File: src/hdl/fsi_defs.vh
// timing, state and pattern constants for the fieldbus slave status indicators
`ifndef FSI_DEFS_VH
`define FSI_DEFS_VH

// ----------------------------------------------------------------------------
// clock and pattern times
// ----------------------------------------------------------------------------
`define FSI_CLK_HZ        40000000
`define FSI_FLICKER_MS    11'h032
`define FSI_BLINK_MS      11'h0C8
`define FSI_FLASH_ON_MS   11'h0C8
`define FSI_FLASH_OFF_MS  11'h3E8
`define FSI_MS_CYCLES     (`FSI_CLK_HZ / 1000)

// ----------------------------------------------------------------------------
// lamp pattern codes
// ----------------------------------------------------------------------------
`define FSI_PAT_W         3
`define FSI_PAT_OFF       3'h0
`define FSI_PAT_ON        3'h1
`define FSI_PAT_FLICKER   3'h2
`define FSI_PAT_BLINK     3'h3
`define FSI_PAT_SINGLE    3'h4
`define FSI_PAT_DOUBLE    3'h5

// ----------------------------------------------------------------------------
// communication states
// ----------------------------------------------------------------------------
`define FSI_ST_W          2
`define FSI_ST_INIT       2'h0
`define FSI_ST_PREOP      2'h1
`define FSI_ST_SAFEOP     2'h2
`define FSI_ST_OP         2'h3

// ----------------------------------------------------------------------------
// error codes, lowest code first in priority after none
// ----------------------------------------------------------------------------
`define FSI_ERR_W         3
`define FSI_ERR_NONE      3'h0
`define FSI_ERR_CRIT      3'h1
`define FSI_ERR_CFG       3'h2
`define FSI_ERR_SYNC      3'h3
`define FSI_ERR_WDOG      3'h4

// ----------------------------------------------------------------------------
// process data limit
// ----------------------------------------------------------------------------
`define FSI_PD_MAX_BYTES  256
`define FSI_PD_LEN_W      9

`endif

File: src/hdl/fsi_lamp_pattern.v
// one lamp pattern generator
`timescale 1ns/1ps
`default_nettype none
`include "fsi_defs.vh"

module fsi_lamp_pattern #(
	parameter integer MS_CYCLES = `FSI_MS_CYCLES
) (
	// clock and reset
	input  wire                   clk_sys,
	input  wire                   rst_b,
	// pattern select
	input  wire [`FSI_PAT_W-1:0]  pattern,
	// lamp drive
	output reg                    lamp_q
);

	// ------------------------------------------------------------------------
	// millisecond tick and phase counter
	// ------------------------------------------------------------------------
	localparam integer TICK_W    = $clog2(MS_CYCLES + 1);
	localparam integer TICK_LAST = MS_CYCLES - 1;

	reg [TICK_W-1:0]         tick_q;
	reg [10:0]               ms_q;
	reg [1:0]                step_q;
	reg [`FSI_PAT_W-1:0]     pat_q;
	reg                      lit_d;
	reg [10:0]               dur_d;
	reg [1:0]                steps_d;
	wire                     ms_end;
	wire                     seg_end;

	assign ms_end  = (tick_q == TICK_LAST[TICK_W-1:0]);
	assign seg_end = ms_end && (ms_q == dur_d - 11'h001);

	// segment table per pattern and step
	always @* begin
		lit_d   = 1'b0;
		dur_d   = `FSI_BLINK_MS;
		steps_d = 2'h1;
		case (pat_q)
			`FSI_PAT_FLICKER: begin
				dur_d   = `FSI_FLICKER_MS;
				lit_d   = ~step_q[0];
				steps_d = 2'h1;
			end
			`FSI_PAT_BLINK: begin
				dur_d   = `FSI_BLINK_MS;
				lit_d   = ~step_q[0];
				steps_d = 2'h1;
			end
			`FSI_PAT_SINGLE: begin
				lit_d   = (step_q == 2'h0);
				dur_d   = lit_d ? `FSI_FLASH_ON_MS : `FSI_FLASH_OFF_MS;
				steps_d = 2'h1;
			end
			`FSI_PAT_DOUBLE: begin
				lit_d   = ~step_q[0];
				dur_d   = (step_q == 2'h3) ? `FSI_FLASH_OFF_MS : `FSI_FLASH_ON_MS;
				steps_d = 2'h3;
			end
			`FSI_PAT_ON: begin
				lit_d = 1'b1;
			end
			default: begin
				lit_d = 1'b0;
			end
		endcase
	end

	always @(posedge clk_sys or negedge rst_b) begin
		if (!rst_b) begin
			tick_q <= {TICK_W{1'b0}};
			ms_q   <= 11'h000;
			step_q <= 2'h0;
			pat_q  <= `FSI_PAT_OFF;
			lamp_q <= 1'b0;
		end else begin
			pat_q  <= pattern;
			lamp_q <= lit_d;
			if (pattern != pat_q) begin
				tick_q <= {TICK_W{1'b0}};
				ms_q   <= 11'h000;
				step_q <= 2'h0;
			end else if (ms_end) begin
				tick_q <= {TICK_W{1'b0}};
				if (seg_end) begin
					ms_q   <= 11'h000;
					step_q <= (step_q == steps_d) ? 2'h0 : step_q + 2'h1;
				end else begin
					ms_q <= ms_q + 11'h001;
				end
			end else begin
				tick_q <= tick_q + {{(TICK_W-1){1'b0}}, 1'b1};
			end
		end
	end

endmodule // fsi_lamp_pattern

`default_nettype wire

File: src/hdl/fsi_status_indicators.v
// fieldbus slave state tracking and status lamp drive
// ----------------------------------------------------------------------------
// ----------------------------------------------------------------------------
`timescale 1ns/1ps
`default_nettype none
`include "fsi_defs.vh"

module fsi_status_indicators #(
	parameter integer MS_CYCLES    = `FSI_MS_CYCLES,
	parameter integer PD_MAX_BYTES = `FSI_PD_MAX_BYTES
) (
	// clock and reset
	input  wire                     clk_sys,
	input  wire                     rst_b,
	// master state command
	input  wire                     st_cmd_valid,
	input  wire [`FSI_ST_W-1:0]     st_cmd,
	// error condition
	input  wire [`FSI_ERR_W-1:0]    err_code,
	// port link and traffic
	input  wire                     in_link,
	input  wire                     in_activity,
	input  wire                     out_link,
	input  wire                     out_activity,
	// process data size request
	input  wire                     pd_cfg_valid,
	input  wire [`FSI_PD_LEN_W-1:0] pd_in_bytes,
	input  wire [`FSI_PD_LEN_W-1:0] pd_out_bytes,
	// status
	output reg  [`FSI_ST_W-1:0]     comm_state_q,
	output reg  [`FSI_PD_LEN_W-1:0] pd_in_len_q,
	output reg  [`FSI_PD_LEN_W-1:0] pd_out_len_q,
	output reg                      pd_cfg_err_q,
	output wire                     sdo_enable,
	output wire                     pdo_enable,
	output wire                     pdo_out_enable,
	// lamps
	output wire                     run_lamp,
	output wire                     err_lamp,
	output wire                     in_link_lamp,
	output wire                     out_link_lamp
);

	// ------------------------------------------------------------------------
	// communication state
	// ------------------------------------------------------------------------
	reg [`FSI_ST_W-1:0] comm_state_d;

	always @* begin
		comm_state_d = comm_state_q;
		if (st_cmd_valid) begin
			comm_state_d = st_cmd;
		end
	end

	always @(posedge clk_sys or negedge rst_b) begin
		if (!rst_b) begin
			comm_state_q <= `FSI_ST_INIT;
		end else begin
			comm_state_q <= comm_state_d;
		end
	end

	// ------------------------------------------------------------------------
	// object services
	// ------------------------------------------------------------------------
	// shared state test for the service enables
	function in_state;
		input [`FSI_ST_W-1:0] cur;
		input [`FSI_ST_W-1:0] want;
		begin
			in_state = (cur == want);
		end
	endfunction

	assign sdo_enable     = !in_state(comm_state_q, `FSI_ST_INIT);
	assign pdo_enable     = in_state(comm_state_q, `FSI_ST_SAFEOP) || in_state(comm_state_q, `FSI_ST_OP);
	assign pdo_out_enable = in_state(comm_state_q, `FSI_ST_OP);

	// ------------------------------------------------------------------------
	// process data size
	// ------------------------------------------------------------------------
	reg [`FSI_PD_LEN_W-1:0] pd_in_len_d;
	reg [`FSI_PD_LEN_W-1:0] pd_out_len_d;
	reg                     pd_cfg_err_d;

	function size_ok;
		input [`FSI_PD_LEN_W-1:0] len;
		begin
			size_ok = (len <= PD_MAX_BYTES[`FSI_PD_LEN_W-1:0]);
		end
	endfunction

	// oversize requests are refused whole, the old sizes stay
	always @* begin
		pd_in_len_d  = pd_in_len_q;
		pd_out_len_d = pd_out_len_q;
		pd_cfg_err_d = pd_cfg_err_q;
		if (pd_cfg_valid) begin
			if (size_ok(pd_in_bytes) && size_ok(pd_out_bytes)) begin
				pd_in_len_d  = pd_in_bytes;
				pd_out_len_d = pd_out_bytes;
				pd_cfg_err_d = 1'b0;
			end else begin
				pd_cfg_err_d = 1'b1;
			end
		end
	end

	always @(posedge clk_sys or negedge rst_b) begin
		if (!rst_b) begin
			pd_in_len_q  <= {`FSI_PD_LEN_W{1'b0}};
			pd_out_len_q <= {`FSI_PD_LEN_W{1'b0}};
			pd_cfg_err_q <= 1'b0;
		end else begin
			pd_in_len_q  <= pd_in_len_d;
			pd_out_len_q <= pd_out_len_d;
			pd_cfg_err_q <= pd_cfg_err_d;
		end
	end

	// ------------------------------------------------------------------------
	// pattern selection
	// ------------------------------------------------------------------------
	reg  [`FSI_PAT_W-1:0] run_pat;
	reg  [`FSI_PAT_W-1:0] err_pat;
	wire [`FSI_PAT_W-1:0] in_pat;
	wire [`FSI_PAT_W-1:0] out_pat;

	function [`FSI_PAT_W-1:0] link_pat;
		input link;
		input act;
		begin
			if (!link)
				link_pat = `FSI_PAT_OFF;
			else if (act)
				link_pat = `FSI_PAT_FLICKER;
			else
				link_pat = `FSI_PAT_ON;
		end
	endfunction

	always @* begin
		case (comm_state_q)
			`FSI_ST_PREOP:  run_pat = `FSI_PAT_BLINK;
			`FSI_ST_SAFEOP: run_pat = `FSI_PAT_SINGLE;
			`FSI_ST_OP:     run_pat = `FSI_PAT_ON;
			default:        run_pat = `FSI_PAT_OFF;
		endcase
	end

	// error lamp mapping
	// codes above watchdog are unused and show as no error
	always @* begin
		case (err_code)
			`FSI_ERR_CRIT: err_pat = `FSI_PAT_ON;
			`FSI_ERR_CFG:  err_pat = `FSI_PAT_BLINK;
			`FSI_ERR_SYNC: err_pat = `FSI_PAT_SINGLE;
			`FSI_ERR_WDOG: err_pat = `FSI_PAT_DOUBLE;
			default:       err_pat = `FSI_PAT_OFF;
		endcase
	end

	// ------------------------------------------------------------------------
	// link patterns
	// ------------------------------------------------------------------------
	// link and traffic
	assign in_pat  = link_pat(in_link, in_activity);
	assign out_pat = link_pat(out_link, out_activity);

	// ------------------------------------------------------------------------
	// lamp generators
	// ------------------------------------------------------------------------
	// activity is a level; a single-cycle packet pulse keeps the link lamp lit and shows no visible flicker
	fsi_lamp_pattern #(.MS_CYCLES(MS_CYCLES)) u_run (
		.clk_sys (clk_sys),
		.rst_b   (rst_b),
		.pattern (run_pat),
		.lamp_q  (run_lamp)
	);

	fsi_lamp_pattern #(.MS_CYCLES(MS_CYCLES)) u_err (
		.clk_sys (clk_sys),
		.rst_b   (rst_b),
		.pattern (err_pat),
		.lamp_q  (err_lamp)
	);

	fsi_lamp_pattern #(.MS_CYCLES(MS_CYCLES)) u_in (
		.clk_sys (clk_sys),
		.rst_b   (rst_b),
		.pattern (in_pat),
		.lamp_q  (in_link_lamp)
	);

	fsi_lamp_pattern #(.MS_CYCLES(MS_CYCLES)) u_out (
		.clk_sys (clk_sys),
		.rst_b   (rst_b),
		.pattern (out_pat),
		.lamp_q  (out_link_lamp)
	);

endmodule // fsi_status_indicators

`default_nettype wire

File: config.mk
export PLATFORM = sky130hd
export DESIGN_NAME = fsi_status_indicators
export DESIGN_NICKNAME = d
export VERILOG_FILES = /design/src/hdl/fsi_lamp_pattern.v /design/src/hdl/fsi_status_indicators.v
export VERILOG_INCLUDE_DIRS = /design/src /design/src/hdl
export SDC_FILE = /design/constraint.sdc
export NUM_CORES = 1
export LEC_CHECK = 0
export ABC_CLOCK_PERIOD_IN_PS = 4700
export BUFFER_PORTS_ARGS = -buffer_cell sky130_fd_sc_hd__buf_2
export CELL_PAD_IN_SITES_DETAIL_PLACEMENT = 1
export CELL_PAD_IN_SITES_GLOBAL_PLACEMENT = 1
export CORE_AREA = 2 2 130 132
export CTS_CLUSTER_DIAMETER = 100
export DETAILED_ROUTE_END_ITERATION = 16
export DIE_AREA = 0 0 132 134
export GPL_TIMING_DRIVEN = 0
export PLACE_DENSITY = 0.82
export SETUP_SLACK_MARGIN = 0.02
export SLEW_MARGIN = 20
export SYNTH_ARGS = -nofsm -noshare
export SYNTH_HDL_FRONTEND = slang
export SYNTH_SLANG_ARGS = --single-unit
File: constraint.sdc
create_clock -name clk_sys -period 4.7 [get_ports clk_sys]
set_input_delay 0.235 -clock clk_sys [delete_from_list [all_inputs] [get_ports clk_sys]]
set_output_delay 0.235 -clock clk_sys [all_outputs]
set_load 0.1 [all_outputs]
======== Yosys cells after proc, flatten, opt, wreduce, memory -nomap -nowiden ========
Index checks and enable logic that the tools add are counted.
cells by class
  reductions and logical operators ........ 29
  $add $sub $neg .......................... 16
  muxes and demuxes ....................... 63
  equality and inequality tests ........... 47
  bitwise operators ....................... 4
  order comparisons ....................... 2
operator list
  operator                                                               count
  11-bit 2-to-1 mux                                                      12
  11-bit case mux with 3 select lines                                    4
  16-bit 2-to-1 mux                                                      8
  10-bit 2-to-1 mux                                                      8
  16-bit by 1-bit adder with 16-bit output, second input constant        4
  16-bit equality test, second input constant                            4
  2-bit 2-to-1 mux                                                       24
  11-bit by 1-bit adder with 11-bit output, second input constant        4
  11-bit equality test                                                   4
  11-bit by 1-bit subtractor with 11-bit output, second input constant   4
  2-bit equality test, second input constant                             10
  3-bit by 2-bit equality test with 1-bit output, second input constant  6
  9-bit <= comparator, second input constant                             2
  2-bit nonzero test                                                     8
  3-bit equality test, second input constant                             5
  2-bit by 3-bit equality test with 1-bit output, second input constant  4
  1-bit case mux with 3 select lines                                     4
  3-bit case mux with 4 select lines                                     1
  3-bit OR reduction                                                     4
  2-bit zero test                                                        5
  2-bit AND reduction                                                    5
  3-bit by 1-bit equality test with 1-bit output, second input constant  3
  3-bit case mux with 3 select lines                                     1
  2-bit by 1-bit adder with 2-bit output, second input constant          4
  9 further kinds                                                        23
storage, ports and cells
  bits in registers ....................... 151
  word-level logic and storage cells ...... 185
  output and inout bits ................... 28
  input bits .............................. 31

======== Depth between registers and ports, before layout ========
Gate-level depths: netlist (run 1).
  word-level depth ........................ 9
  mapped depth ............................ 8
  gate-level depth less buffers ........... 7

======== Modules after synthesis ========
A second synthesis (run 1) with hierarchy kept.
unflattened totals
  cells, all modules ...................... 818
  area total of the unflattened synthesis .. 8,096.5 µm²
by module, submodules not included
  module                 area each (µm²)  cells each  sequential area each (µm²)  instances
  fsi_lamp_pattern       1,789.2          186         825.8                       4
  fsi_status_indicators  939.7            74          525.5                       1

======== Worst setup path before layout (run 1) ========
Ideal clock, no wire load.
  path kind ............................... register -> register
  start ................................... register comm_state_q[0]
  end ..................................... register u_run.tick_q[10]
  period minus slack after synthesis ...... 2.910 ns
  data required time ...................... 4.568 ns
  path buffers ............................ 1
  arrival time ............................ 2.778 ns
  cell stages (with the launch flop) ...... 7
  path slack .............................. 1.790 ns
  setup time .............................. 0.132 ns
  cells stage by stage .................... dfrtp_1 -> or2_2 -> nor3_1 -> o31ai_1 -> nand2b_1 -> clkbuf_1 -> nor2_1
between the ends
  word-level cells in the longest chain between the ends .. 4
  elaborated cells between the ends (all ways) .. 6
  classes of those cells .................. eq/ne (4); mux (2)
ends and longest elaborated chain
  what                                                                                          line                         source
  start: declaration                                                                            fsi_status_indicators.v:30   output reg [`FSI_ST_W-1:0] comm_state_q,
  start signal: assignment                                                                      fsi_status_indicators.v:58   comm_state_q <= `FSI_ST_INIT;
  start signal: assignment                                                                      fsi_status_indicators.v:60   comm_state_q <= comm_state_d;
  2-bit equality test / 2-bit by 1-bit equality test with 1-bit output (equally long branches)  fsi_status_indicators.v:144  case (comm_state_q)
  3-bit case mux with 3 select lines *                                                          fsi_status_indicators.v:144
  3-bit inequality test *                                                                       fsi_lamp_pattern.v:82        if (pattern != pat_q) begin
  16-bit 2-to-1 mux *                                                                           fsi_lamp_pattern.v:82
  end signal: assignment                                                                        fsi_lamp_pattern.v:83        tick_q <= {TICK_W{1'b0}};
  end signal: assignment                                                                        fsi_lamp_pattern.v:87        tick_q <= {TICK_W{1'b0}};
  end signal: assignment                                                                        fsi_lamp_pattern.v:95        tick_q <= tick_q + {{(TICK_W-1){1'b0}}, 1'b1};
  end: declaration                                                                              fsi_lamp_pattern.v:24        reg [TICK_W-1:0] tick_q;
Every way passes the cells marked *; elsewhere a longest branch is shown, timed or not.
A chain may end at the register's enable or synchronous reset.

======== Final worst setup path (run 1) ========
  start ................................... register u_run.pat_q[0]
  end ..................................... register u_run.tick_q[11]
between the ends
  word-level cells in the longest chain between the ends .. 2
ends and longest elaborated chain
  what                      line                   source
  start: declaration        fsi_lamp_pattern.v:27  reg [`FSI_PAT_W-1:0] pat_q;
  start signal: assignment  fsi_lamp_pattern.v:77  pat_q <= `FSI_PAT_OFF;
  start signal: assignment  fsi_lamp_pattern.v:80  pat_q <= pattern;
  3-bit inequality test     fsi_lamp_pattern.v:82
  16-bit 2-to-1 mux         fsi_lamp_pattern.v:82
No other way between the ends.

==> qor.yml, run 1 <==
dr.pass1.iters: 4
synth_compound_area_share_pct: 8.95
cts_buffers: 17
synth_nets: 811
hold_path_class: "input port to flop"
crit_arrival_ns: 2.93
fin_ws_ns: 2.06
areaGrowthSynthToFinish_pct: 16.6
finalSetupTns_ns: 0
hpwlAfterDp_mm: 13.0
ys_types: 64
post-place-cells: 1046
ys.flop_type: "dfrtp_1"
fmax_mhz: 378
pwr-share-comb_pct: 15.9
async_reset_ff_share_pct: 100
die_area_um2: 17700
switching_share_pct: 29.8
synth_edf_count: 0
hold_depth: 3
drc: 0
ctsHoldBuffers: 3
synthCells: 768
ys_seq_area_share_pct: 49.2
ir_worst_vdd_mv: 0.265
cts_tree: "yes"
wl_mm: 19.3
synth.area.mux_share_pct: 2.95
seqPwrFrac_pct: 40.5
initial_core_util_pct: 46.5
worstPathMaxFanout: 10
cap_violations: 0
grt_first_pass_wirelength_mm: 33.0
io_buffer_count: 57
clock_tree.root_cell: "clkbuf_16"
grt_max_degree: 88
hold_end: "u_out.pat_q[1]"
reg2reg_depth: 7
fillCellCount: 1842
instances_no_fill: 1079
utilization_pct: 54.3
postRouteAntennaNets: 0
synthAdderAreaFrac_pct: 1.98
hold-worst-slack_ns: 0.0443
antenna_found_initial: 1
multiInputGateArea_um2: 3640
slew_viol_final: 0
finalCriticalPeriod_ns: 2.64
pre_cts_ws_ns: 1.87
synth_warnings: 0
intPower_mw: 2.38
synth_area_per_cell_um2: 9.87
synthXorXnorAreaFrac_pct: 9.13
min_from: "out_link"
setup_viol: 0
r2r_end: "u_run.tick_q[11]"
crit_required_ns: 4.99
layout_commonest_cell: "dfrtp_1"
power_density_nw_per_um2: 383
clockBufferDepth: 2
grtUsageTotal_pct: 23.0
cts_setup_buffers: 0
period_share_pct: 56.2
leakagePower_nw: 3.56
synthSimpleGateAreaFrac_pct: 25.0
cts_resized: 0
finClkSkew_ns: 0.00864
dr.first_iter.drc_count: 290
synth_top_family_by_area: "simple AND/OR/NAND/NOR gates"
rows: 47
first_global_vias: 6764
clock_sinks: 149
die_w_um: 132
final_net_count: 891
h-tree-depth: 4
n_antenna_cell: 0
r2r_start: "u_run.pat_q[0]"
p_clk_share_pct: 43.6
cts.clk_slew.worst_paths_ns: 0.06
switchingPower_mw: 1.01
regToRegSetupSlack_ns: 2.06
final_cell_mix: "dfrtp_1 (149), nor2_1 (83), buf_2 (58), xnor2_1 (51), nor3_1 (46)"
pin_count: 59
drive_above_1_share_pct: 14.7
maxSlewHeadroom_pct: 39.6
wire_per_inst_um: 17.9
worstMarginPinSlew_ns: 0.898
synth.cell_area_um2: 7580
grt-ovfl-total: 0
outcome: "complete, no violations"
worstSetupPathType: "flop to flop"
cp-start-kind: "flop"
hold_violations: 0
coreArea_um2: 16300
ys_seq_elements: 149
regArea_um2: 3730
routabilityCongestion: 0.777
die-height_um: 134
end_kind: "flop"
dr_total_vias: 6152
vias_per_cell: 5.70
insertion_delay_ns: 0.43
rsz0062_at_grt: "false"
worst max-delay path, cell delays in order, from the launching register on:
cell and delay [ns]:
dfrtp_1 0.32, clkbuf_1 0.32, or3b_2 0.19, a21boi_0 0.10
o31ai_1 0.75, nand2b_1 0.33, clkbuf_1 0.39, nor2_1 0.11
cells in the mapped netlist, types with 5 or more instances:
cell        n  area, um^2
and4_1      5        43.8
xor2_1     28         245
mux2_2     19         214
or4_1      11        82.6
a21oi_1    35         175
and3_1     14        87.6
clkbuf_1   20        75.1
nand2_1    44         165
nor3_1     46         230
nand3b_1    6        45.0
o21ai_0    21         105
nand2b_1    7        43.8
nor3b_1     6        45.0
nor2b_1     7        43.8
ha_1       12         150
xnor2_1    51         447
or3_1      17         106
nand4_1    20         125
dfrtp_1   149        3730
nand3_1    37         185
and2_1     10        62.6
nor2_1     83         312
o31ai_1    10        75.1
inv_1      34         128
nor4_1     17         106
area by class of cell:
type                       count  share of cell area, %
buffer                        22                  0.963
clock buffer                  21                   5.44
clock inverter                 9                   1.70
inverter                      34                   1.44
multi-input combinational    563                   41.2
sequential                   149                   42.2
tap                          220                   3.11
timing repair buffer          61                   3.99
how the worst max path moves through the flow:
stage | from | end | slack, ns | cells after the start
2_1_floorplan | comm_state_q[0] | u_run.tick_q[10] | 1.79 | 6
3_3_place_gp | rst_b | u_err.pat_q[0] | 1.26 | 1
3_5_place_dp | pd_in_bytes[1] | pd_in_len_q[5] | 1.87 | 8
4_1_cts | u_run.pat_q[0] | u_run.tick_q[11] | 2.08 | 7
5_1_grt | u_run.pat_q[0] | u_run.tick_q[11] | 1.79 | 7
6_report | u_run.pat_q[0] | u_run.tick_q[11] | 2.06 | 7
state kept, by name, summed over array words and instances (netlist names), 11 cells and up:
name	cells
u_out.tick_q	16
u_out.ms_q	11
u_in.tick_q	16
u_in.ms_q	11
u_run.ms_q	11
u_err.tick_q	16
u_err.ms_q	11
u_run.tick_q	16
power by group through the flow:
stage	registers (mW)	logic, mW	clock network (mW)
after floorplan	1.64	0.148	0
after global placement	1.39	0.522	0
after detailed placement	1.39	0.540	0
after CTS	1.37	0.545	1.50
after global routing	1.38	0.570	1.55
final	1.37	0.540	1.48
through the flow:
step | cell area [um^2] | total power [mW]
final | 8840 | 3.38
after global routing | 8840 | 3.49
after CTS | 8840 | 3.42
after detailed placement | 8180 | 1.93
after global placement | 8140 | 1.91
after floorplan | 7580 | 1.79
routing by layer:
metal  vias up  share of wire [%]  GRT usage [%]
met5         -              0.062              0
met4         2                1.8           8.03
met3        34                2.5           4.16
met2        84                 53           41.6
met1      3130                 43           27.5
li1       2902                  -              -
cells by family (layout without fill, tap and decap cells):
kind of cell,after synthesis,in the layout
AO/OA/AOI/OAI,103,103
XOR/XNOR,79,79
adder cells (fa/ha/maj),12,12
buffers and inverters,56,147
flip-flops,149,149
multiplexers,20,20
AND/OR/NAND/NOR,349,349
(Power assumes the default switching activity.)
==> run 2: changes to the inputs <==
- ABC_CLOCK_PERIOD_IN_PS: 4700 -> 2750
- clock period: 4.7 -> 2.75 ns (I/O delays scaled with it)
==> run 2 against run 1 <==
Net effect:
- sequential share of layout area fell by 1.6 points
- core utilization rose by 2.1 points
- cell area rose by 3.9%
- critical path depth rose by 2
- clock power rose by 86%
- count of clock-buffer cells in the layout fell by 1
- flip-flop and latch count did not move
- largest power group unchanged
==> qor.yml, run 2 (synthesis gave the netlist of run 1 again) <==
outcome: "complete, no violations"  # unchanged
slew_viol_final: 0  # unchanged
antenna_found_initial: 1  # unchanged
hpwlAfterDp_mm: 13.6  # was 13.0 mm
finalSetupTns_ns: 0  # unchanged
die_area_um2: 17700  # unchanged
cap_violations: 0  # unchanged
crit_required_ns: 3.05  # was 4.99 ns
period_share_pct: 95.3
worstMarginPinSlew_ns: 0.885  # was 0.898 ns
hold-worst-slack_ns: 0.0219  # was 0.0443 ns
hold_violations: 0  # unchanged
dr_total_vias: 6325  # was 6,152
leakagePower_nw: 3.72  # was 3.56 nW
pin_count: 59  # unchanged
coreArea_um2: 16300  # unchanged
r2r_end: "u_out.ms_q[9]"  # was u_run.tick_q[11]
rsz0062_at_grt: "false"  # unchanged
insertion_delay_ns: 0.43  # about the same
first_global_vias: 6987  # was 6,764
layout_commonest_cell: "dfrtp_1"  # unchanged
crit_arrival_ns: 2.92  # was 2.93 ns
post-place-cells: 1046  # unchanged
hold_path_class: "input port to flop"  # unchanged
finalCriticalPeriod_ns: 2.62
setup_viol: 0  # unchanged
final_net_count: 917  # was 891
h-tree-depth: 4  # unchanged
die_w_um: 132  # unchanged
worstPathMaxFanout: 10  # unchanged
placed_area_um2: 8180  # about the same
io_buffer_count: 57  # unchanged
cts.clk_slew.worst_paths_ns: 0.06  # about the same
final_cell_mix: "dfrtp_1 (147), nor2_1 (83), buf_2 (58), xnor2_1 (51), nor3_1 (46)"  # was dfrtp_1 (149), nor2_1 (83), buf_2 (58), xnor2_1 (51), nor3_1 (46)
postRouteAntennaNets: 0  # unchanged
routabilityCongestion: 0.818  # was 0.777
ir_worst_vdd_mv: 0.467  # was 0.265 mV
wl_mm: 20.5  # was 19.3 mm
grt_first_pass_wirelength_mm: 34.4  # was 33.0 mm
dr.first_iter.drc_count: 349  # was 290
fin_area_um2: 9190  # was 8840 um^2
finClkSkew_ns: 0.00757  # was 0.00864 ns
reg2reg_depth: 6  # was 7
die-height_um: 134  # unchanged
wire_per_inst_um: 18.5  # was 17.9 um
cts_setup_buffers: 0  # unchanged
endpoint: "pd_in_len_q[4]"  # was u_run.tick_q[11]
rows: 47  # unchanged
r2r_start: "u_out.tick_q[7]"  # was u_run.pat_q[0]
end_kind: "flop"  # unchanged
areaGrowthSynthToFinish_pct: 21.2  # was 16.6%
critPathLaunch: "pd_in_bytes[5]"  # was u_run.pat_q[0]
vias_per_cell: 5.72  # was 5.70
regToRegSetupSlack_ns: 0.21  # was 2.06 ns
grt-ovfl-total: 0  # unchanged
clock_sinks: 149  # unchanged
drc: 0  # unchanged
drive_above_1_share_pct: 14.7  # about the same
n_antenna_cell: 0  # unchanged
fmax_mhz: 382
maxSlewHeadroom_pct: 41.0  # was 39.6%
cts_buffers: 17  # unchanged
initial_core_util_pct: 46.5  # unchanged
instances_no_fill: 1105  # was 1,079
grtUsageTotal_pct: 24.2  # was 23.0%
cp-start-kind: "input port"  # was flop
clockBufferDepth: 2  # unchanged
clock_tree.root_cell: "clkbuf_16"  # unchanged
finalPower_mw: 6.07  # was 3.38 mW
dr.pass1.iters: 4  # unchanged
grt_max_degree: 87  # was 88
cts_tree: "yes"  # unchanged
power_density_nw_per_um2: 661  # was 383 nW/um^2
worstSetupPathType: "input port to flop"  # was flop to flop
==> run 2: worst min-delay path by stage <==
stage,start,to,cells after the start
global route,pd_out_bytes[7],pd_out_len_q[7],2
CTS,pd_out_bytes[7],pd_out_len_q[7],2
global placement,in_activity,u_in.pat_q[0],2
detailed placement,rst_b,u_out.step_q[0],1
finish,pd_out_bytes[6],pd_out_len_q[6],2
floorplan,rst_b,comm_state_q[0],0
==> run 2: metal layers <==
metal,vias to the layer above,global-route usage [%],part of all wire [%],routed length (um)
li1,2946,-,-,-
met1,3242,28.5,42,8620
met2,106,43.3,53,10900
met3,31,5.59,2.6,535
met4,0,9.12,1.9,396
met5,-,0,0,0
==> run 2: through the flow <==
step | setup slack (ns) | utilization [%]
finish | 0.129 | 56.4
global route | 0.0555 | 56.4
CTS | 0.0596 | 56.3
detailed placement | 0.0568 | 50.2
global placement | -0.882 | 50.0
floorplan | 0.161 | -
==> run 2: report_power, final <==
part	internal [mW]	switching (mW)
clock	1.87	0.891
combinational	0.208	0.756
sequential	2.28	0.0667
==> run 2: timing repair <==
action | 4_1_cts | 5_1_grt
hold buffers | 29 | 0
endpoints found under the setup margin | 1 | 35
gates resized for setup | 1 | 8
hold endpoints to repair | 88 | 0
==> run 2: cell type report <==
cell class | count | area [um^2]
Fill cell | 1813 | 7100
Sequential cell | 149 | 3730
Multi-Input combinational cell | 563 | 3660
Timing Repair Buffer | 87 | 613
Clock buffer | 20 | 437
Tap cell | 220 | 275
Clock inverter | 10 | 253
Inverter | 34 | 128
Buffer | 22 | 88.8
==> run 2: critical path, cell delays in order <==
cell,delay (ns)
dlygate4sd3_1,0.54
buf_2,0.13
or4_1,0.54
o21ai_0,0.17
nand2_1,0.18
a21o_1,0.20
clkbuf_1,0.31
clkbuf_2,0.36
mux2_2,0.35
==> run 3: changes to the inputs <==
- REMOVE_ABC_BUFFERS: unset -> 1
==> run 3 against run 2 <==
Net effect:
- clock skew increased by 0.0018 ns
- count of clock-buffer cells in the layout is 6 higher
- first-iteration DRC count increased by 7.7%
- cell area fell by 1.7%
- flip-flop and latch count did not move
- non-clock buffer count down 16
- highest routed layer unchanged
==> qor.yml, run 3 (synthesis gave the netlist of run 1 again) <==
hold_path_class: "input port to flop"  # unchanged
ir_worst_vdd_mv: 0.467  # about the same
grt_first_pass_wirelength_mm: 35.0  # was 34.4 mm
die_area_um2: 17700  # unchanged
drc: 0  # unchanged
p_clk_share_pct: 40.2  # was 45.5%
io_buffer_count: 58  # was 57
hold_violations: 0  # unchanged
cts_tree: "yes"  # unchanged
finalCriticalPeriod_ns: 2.48  # was 2.62 ns
use_met2_pct: 46.0  # was 43.3%
cap_violations: 0  # unchanged
areaGrowthSynthToFinish_pct: 19.1  # was 21.2%
grt_max_degree: 93  # was 87
leakagePower_nw: 3.66  # was 3.72 nW
grt.met1_usage_pct: 28.5  # about the same
wire_per_inst_um: 19.2  # was 18.5 um
grtUsageTotal_pct: 24.6  # was 24.2%
crit_required_ns: 3.00  # was 3.05 ns
gr-usage-met3_pct: 4.08  # was 5.59%
cts_buffers: 17  # unchanged
crit_arrival_ns: 2.73  # was 2.92 ns
postRouteAntennaNets: 0  # unchanged
h-tree-depth: 4  # unchanged
rows: 47  # unchanged
setup_viol: 0  # unchanged
pin_count: 59  # unchanged
rsz0062_at_grt: "false"  # unchanged
final_net_count: 901  # was 917
clock_sinks: 149  # unchanged
cts.clk_slew.worst_paths_ns: 0.06  # about the same
seqPwrFrac_pct: 42.6  # was 38.7%
coreArea_um2: 16300  # unchanged
maxSlewHeadroom_pct: 42.7  # was 41.0%
initial_core_util_pct: 46.5  # unchanged
grt-ovfl-total: 0  # unchanged
switching_share_pct: 30.7  # was 28.2%
outcome: "complete, no violations"  # unchanged
end_kind: "flop"  # unchanged
pwr-share-comb_pct: 17.2  # was 15.9%
dr_total_vias: 6250  # was 6,325
drive_above_1_share_pct: 14.7  # about the same
worstPathMaxFanout: 15  # was 10
power_density_nw_per_um2: 613  # was 661 nW/um^2
finClkSkew_ns: 0.00939  # was 0.00757 ns
clockBufferDepth: 2  # unchanged
worstMarginPinSlew_ns: 0.860  # was 0.885 ns
intPower_mw: 3.84  # was 4.36 mW
fin_ws_ns: 0.269  # was 0.129 ns
dr.pass1.iters: 4  # unchanged
wl_mm: 20.9  # was 20.5 mm
die_w_um: 132  # unchanged
switchingPower_mw: 1.70  # was 1.71 mW
final_cell_mix: "dfrtp_1 (149), nor2_1 (83), buf_2 (57), xnor2_1 (51), nor3_1 (46)"  # was dfrtp_1 (147), nor2_1 (83), buf_2 (58), xnor2_1 (51), nor3_1 (46)
first_global_vias: 6868  # was 6,987
fmax_mhz: 403  # was 382 MHz
pre_cts_ws_ns: -0.00635  # was 0.0568 ns
worstSetupPathType: "flop to flop"  # was input port to flop
slew_viol_final: 0  # unchanged
clock_tree.root_cell: "clkbuf_16"  # unchanged
layout_commonest_cell: "dfrtp_1"  # unchanged
period_share_pct: 90.2  # was 95.3%
cp-start-kind: "flop"  # was input port
hpwlAfterDp_mm: 13.2  # was 13.6 mm
insertion_delay_ns: 0.42  # was 0.43 ns
dr.first_iter.drc_count: 376  # was 349
vias_per_cell: 5.73  # was 5.72
hold-worst-slack_ns: 0.0876  # was 0.0219 ns
antenna_found_initial: 1  # unchanged
top_usage_layer: "met2"  # unchanged
routabilityCongestion: 0.814  # was 0.818
die-height_um: 134  # unchanged
## run 3: what timing repair did
item | in CTS | in global routing
gates cloned | 0 | 0
resized for setup | 0 | 2
hold buffers | 31 | 1
buffers inserted | 1 | 0
endpoints found under the setup margin | 2 | 9
hold endpoints to repair | 83 | 1
pin swaps | 1 | 0
## run 3: area by class of cell
type,count,area [um^2]
Antenna cell,1,2.50
Clock buffer,26,509
Clock inverter,4,45.0
Fill cell,1831,7260
Inverter,34,128
Multi-Input combinational cell,563,3670
Sequential cell,149,3730
Tap cell,220,275
Timing Repair Buffer,93,667
## run 3: final timing paths
check / endpoint / slack (ns) / cells after the start / start
setup / recovery: u_run.tick_q[3] / 0.27 / 5 / u_run.pat_q[2]
hold / removal: u_err.pat_q[0] / 0.09 / 3 / err_code[1]
setup reg to reg: u_run.tick_q[3] / 0.27 / 5 / u_run.pat_q[2]
hold reg to reg: u_run.tick_q[0] / 0.46 / 1 / u_run.tick_q[0]
max in group asynchronous: u_run.tick_q[13] / 1.67 / 3 / rst_b
min in group asynchronous: u_out.lamp_q / 0.25 / 2 / rst_b
## run 3: critical path: stages, from the launching register on
cell	delay, ns
dfrtp_1	0.47
or3b_2	0.23
a21boi_0	0.07
o31ai_1	0.68
nand2b_1	0.62
nor2_1	0.23
## run 3: metal layers
layer	wire length [um]	up-vias
li1	-	2912
met2	11500	79
met5	0	-
met1	8600	3238
met3	454	21
met4	337	0
## run 3: power groups by stage
| stage | Clock (mW) | Combinational (mW) | Sequential (mW) |
|---|---|---|---|
| final | 2.23 | 0.950 | 2.36 |
| after global routing | 2.35 | 1.00 | 2.37 |
| after CTS | 2.25 | 0.942 | 2.35 |
| after detailed placement | 0 | 0.900 | 2.39 |
| after global placement | 0 | 0.867 | 2.38 |
| after floorplan | 0 | 0.222 | 2.83 |
## run 3: per-stage QoR
| stage | cell area [um^2] | total power [mW] | TNS [ns] | utilization [%] | std cells |
|---|---|---|---|---|---|
| 4_1_cts | 8990 | 5.54 | 0 | 55.2 | 1088 |
| 5_1_grt | 9030 | 5.72 | 0 | 55.4 | 1090 |
| 3_3_place_gp | 8060 | 3.25 | -81.48 | 49.5 | 1024 |
| 3_5_place_dp | 8120 | 3.29 | -0.00635 | 49.8 | 1026 |
| 2_1_floorplan | 7490 | 3.05 | -15.99 | - | 746 |
| 6_report | 9030 | 5.54 | 0 | 55.4 | 1090 |
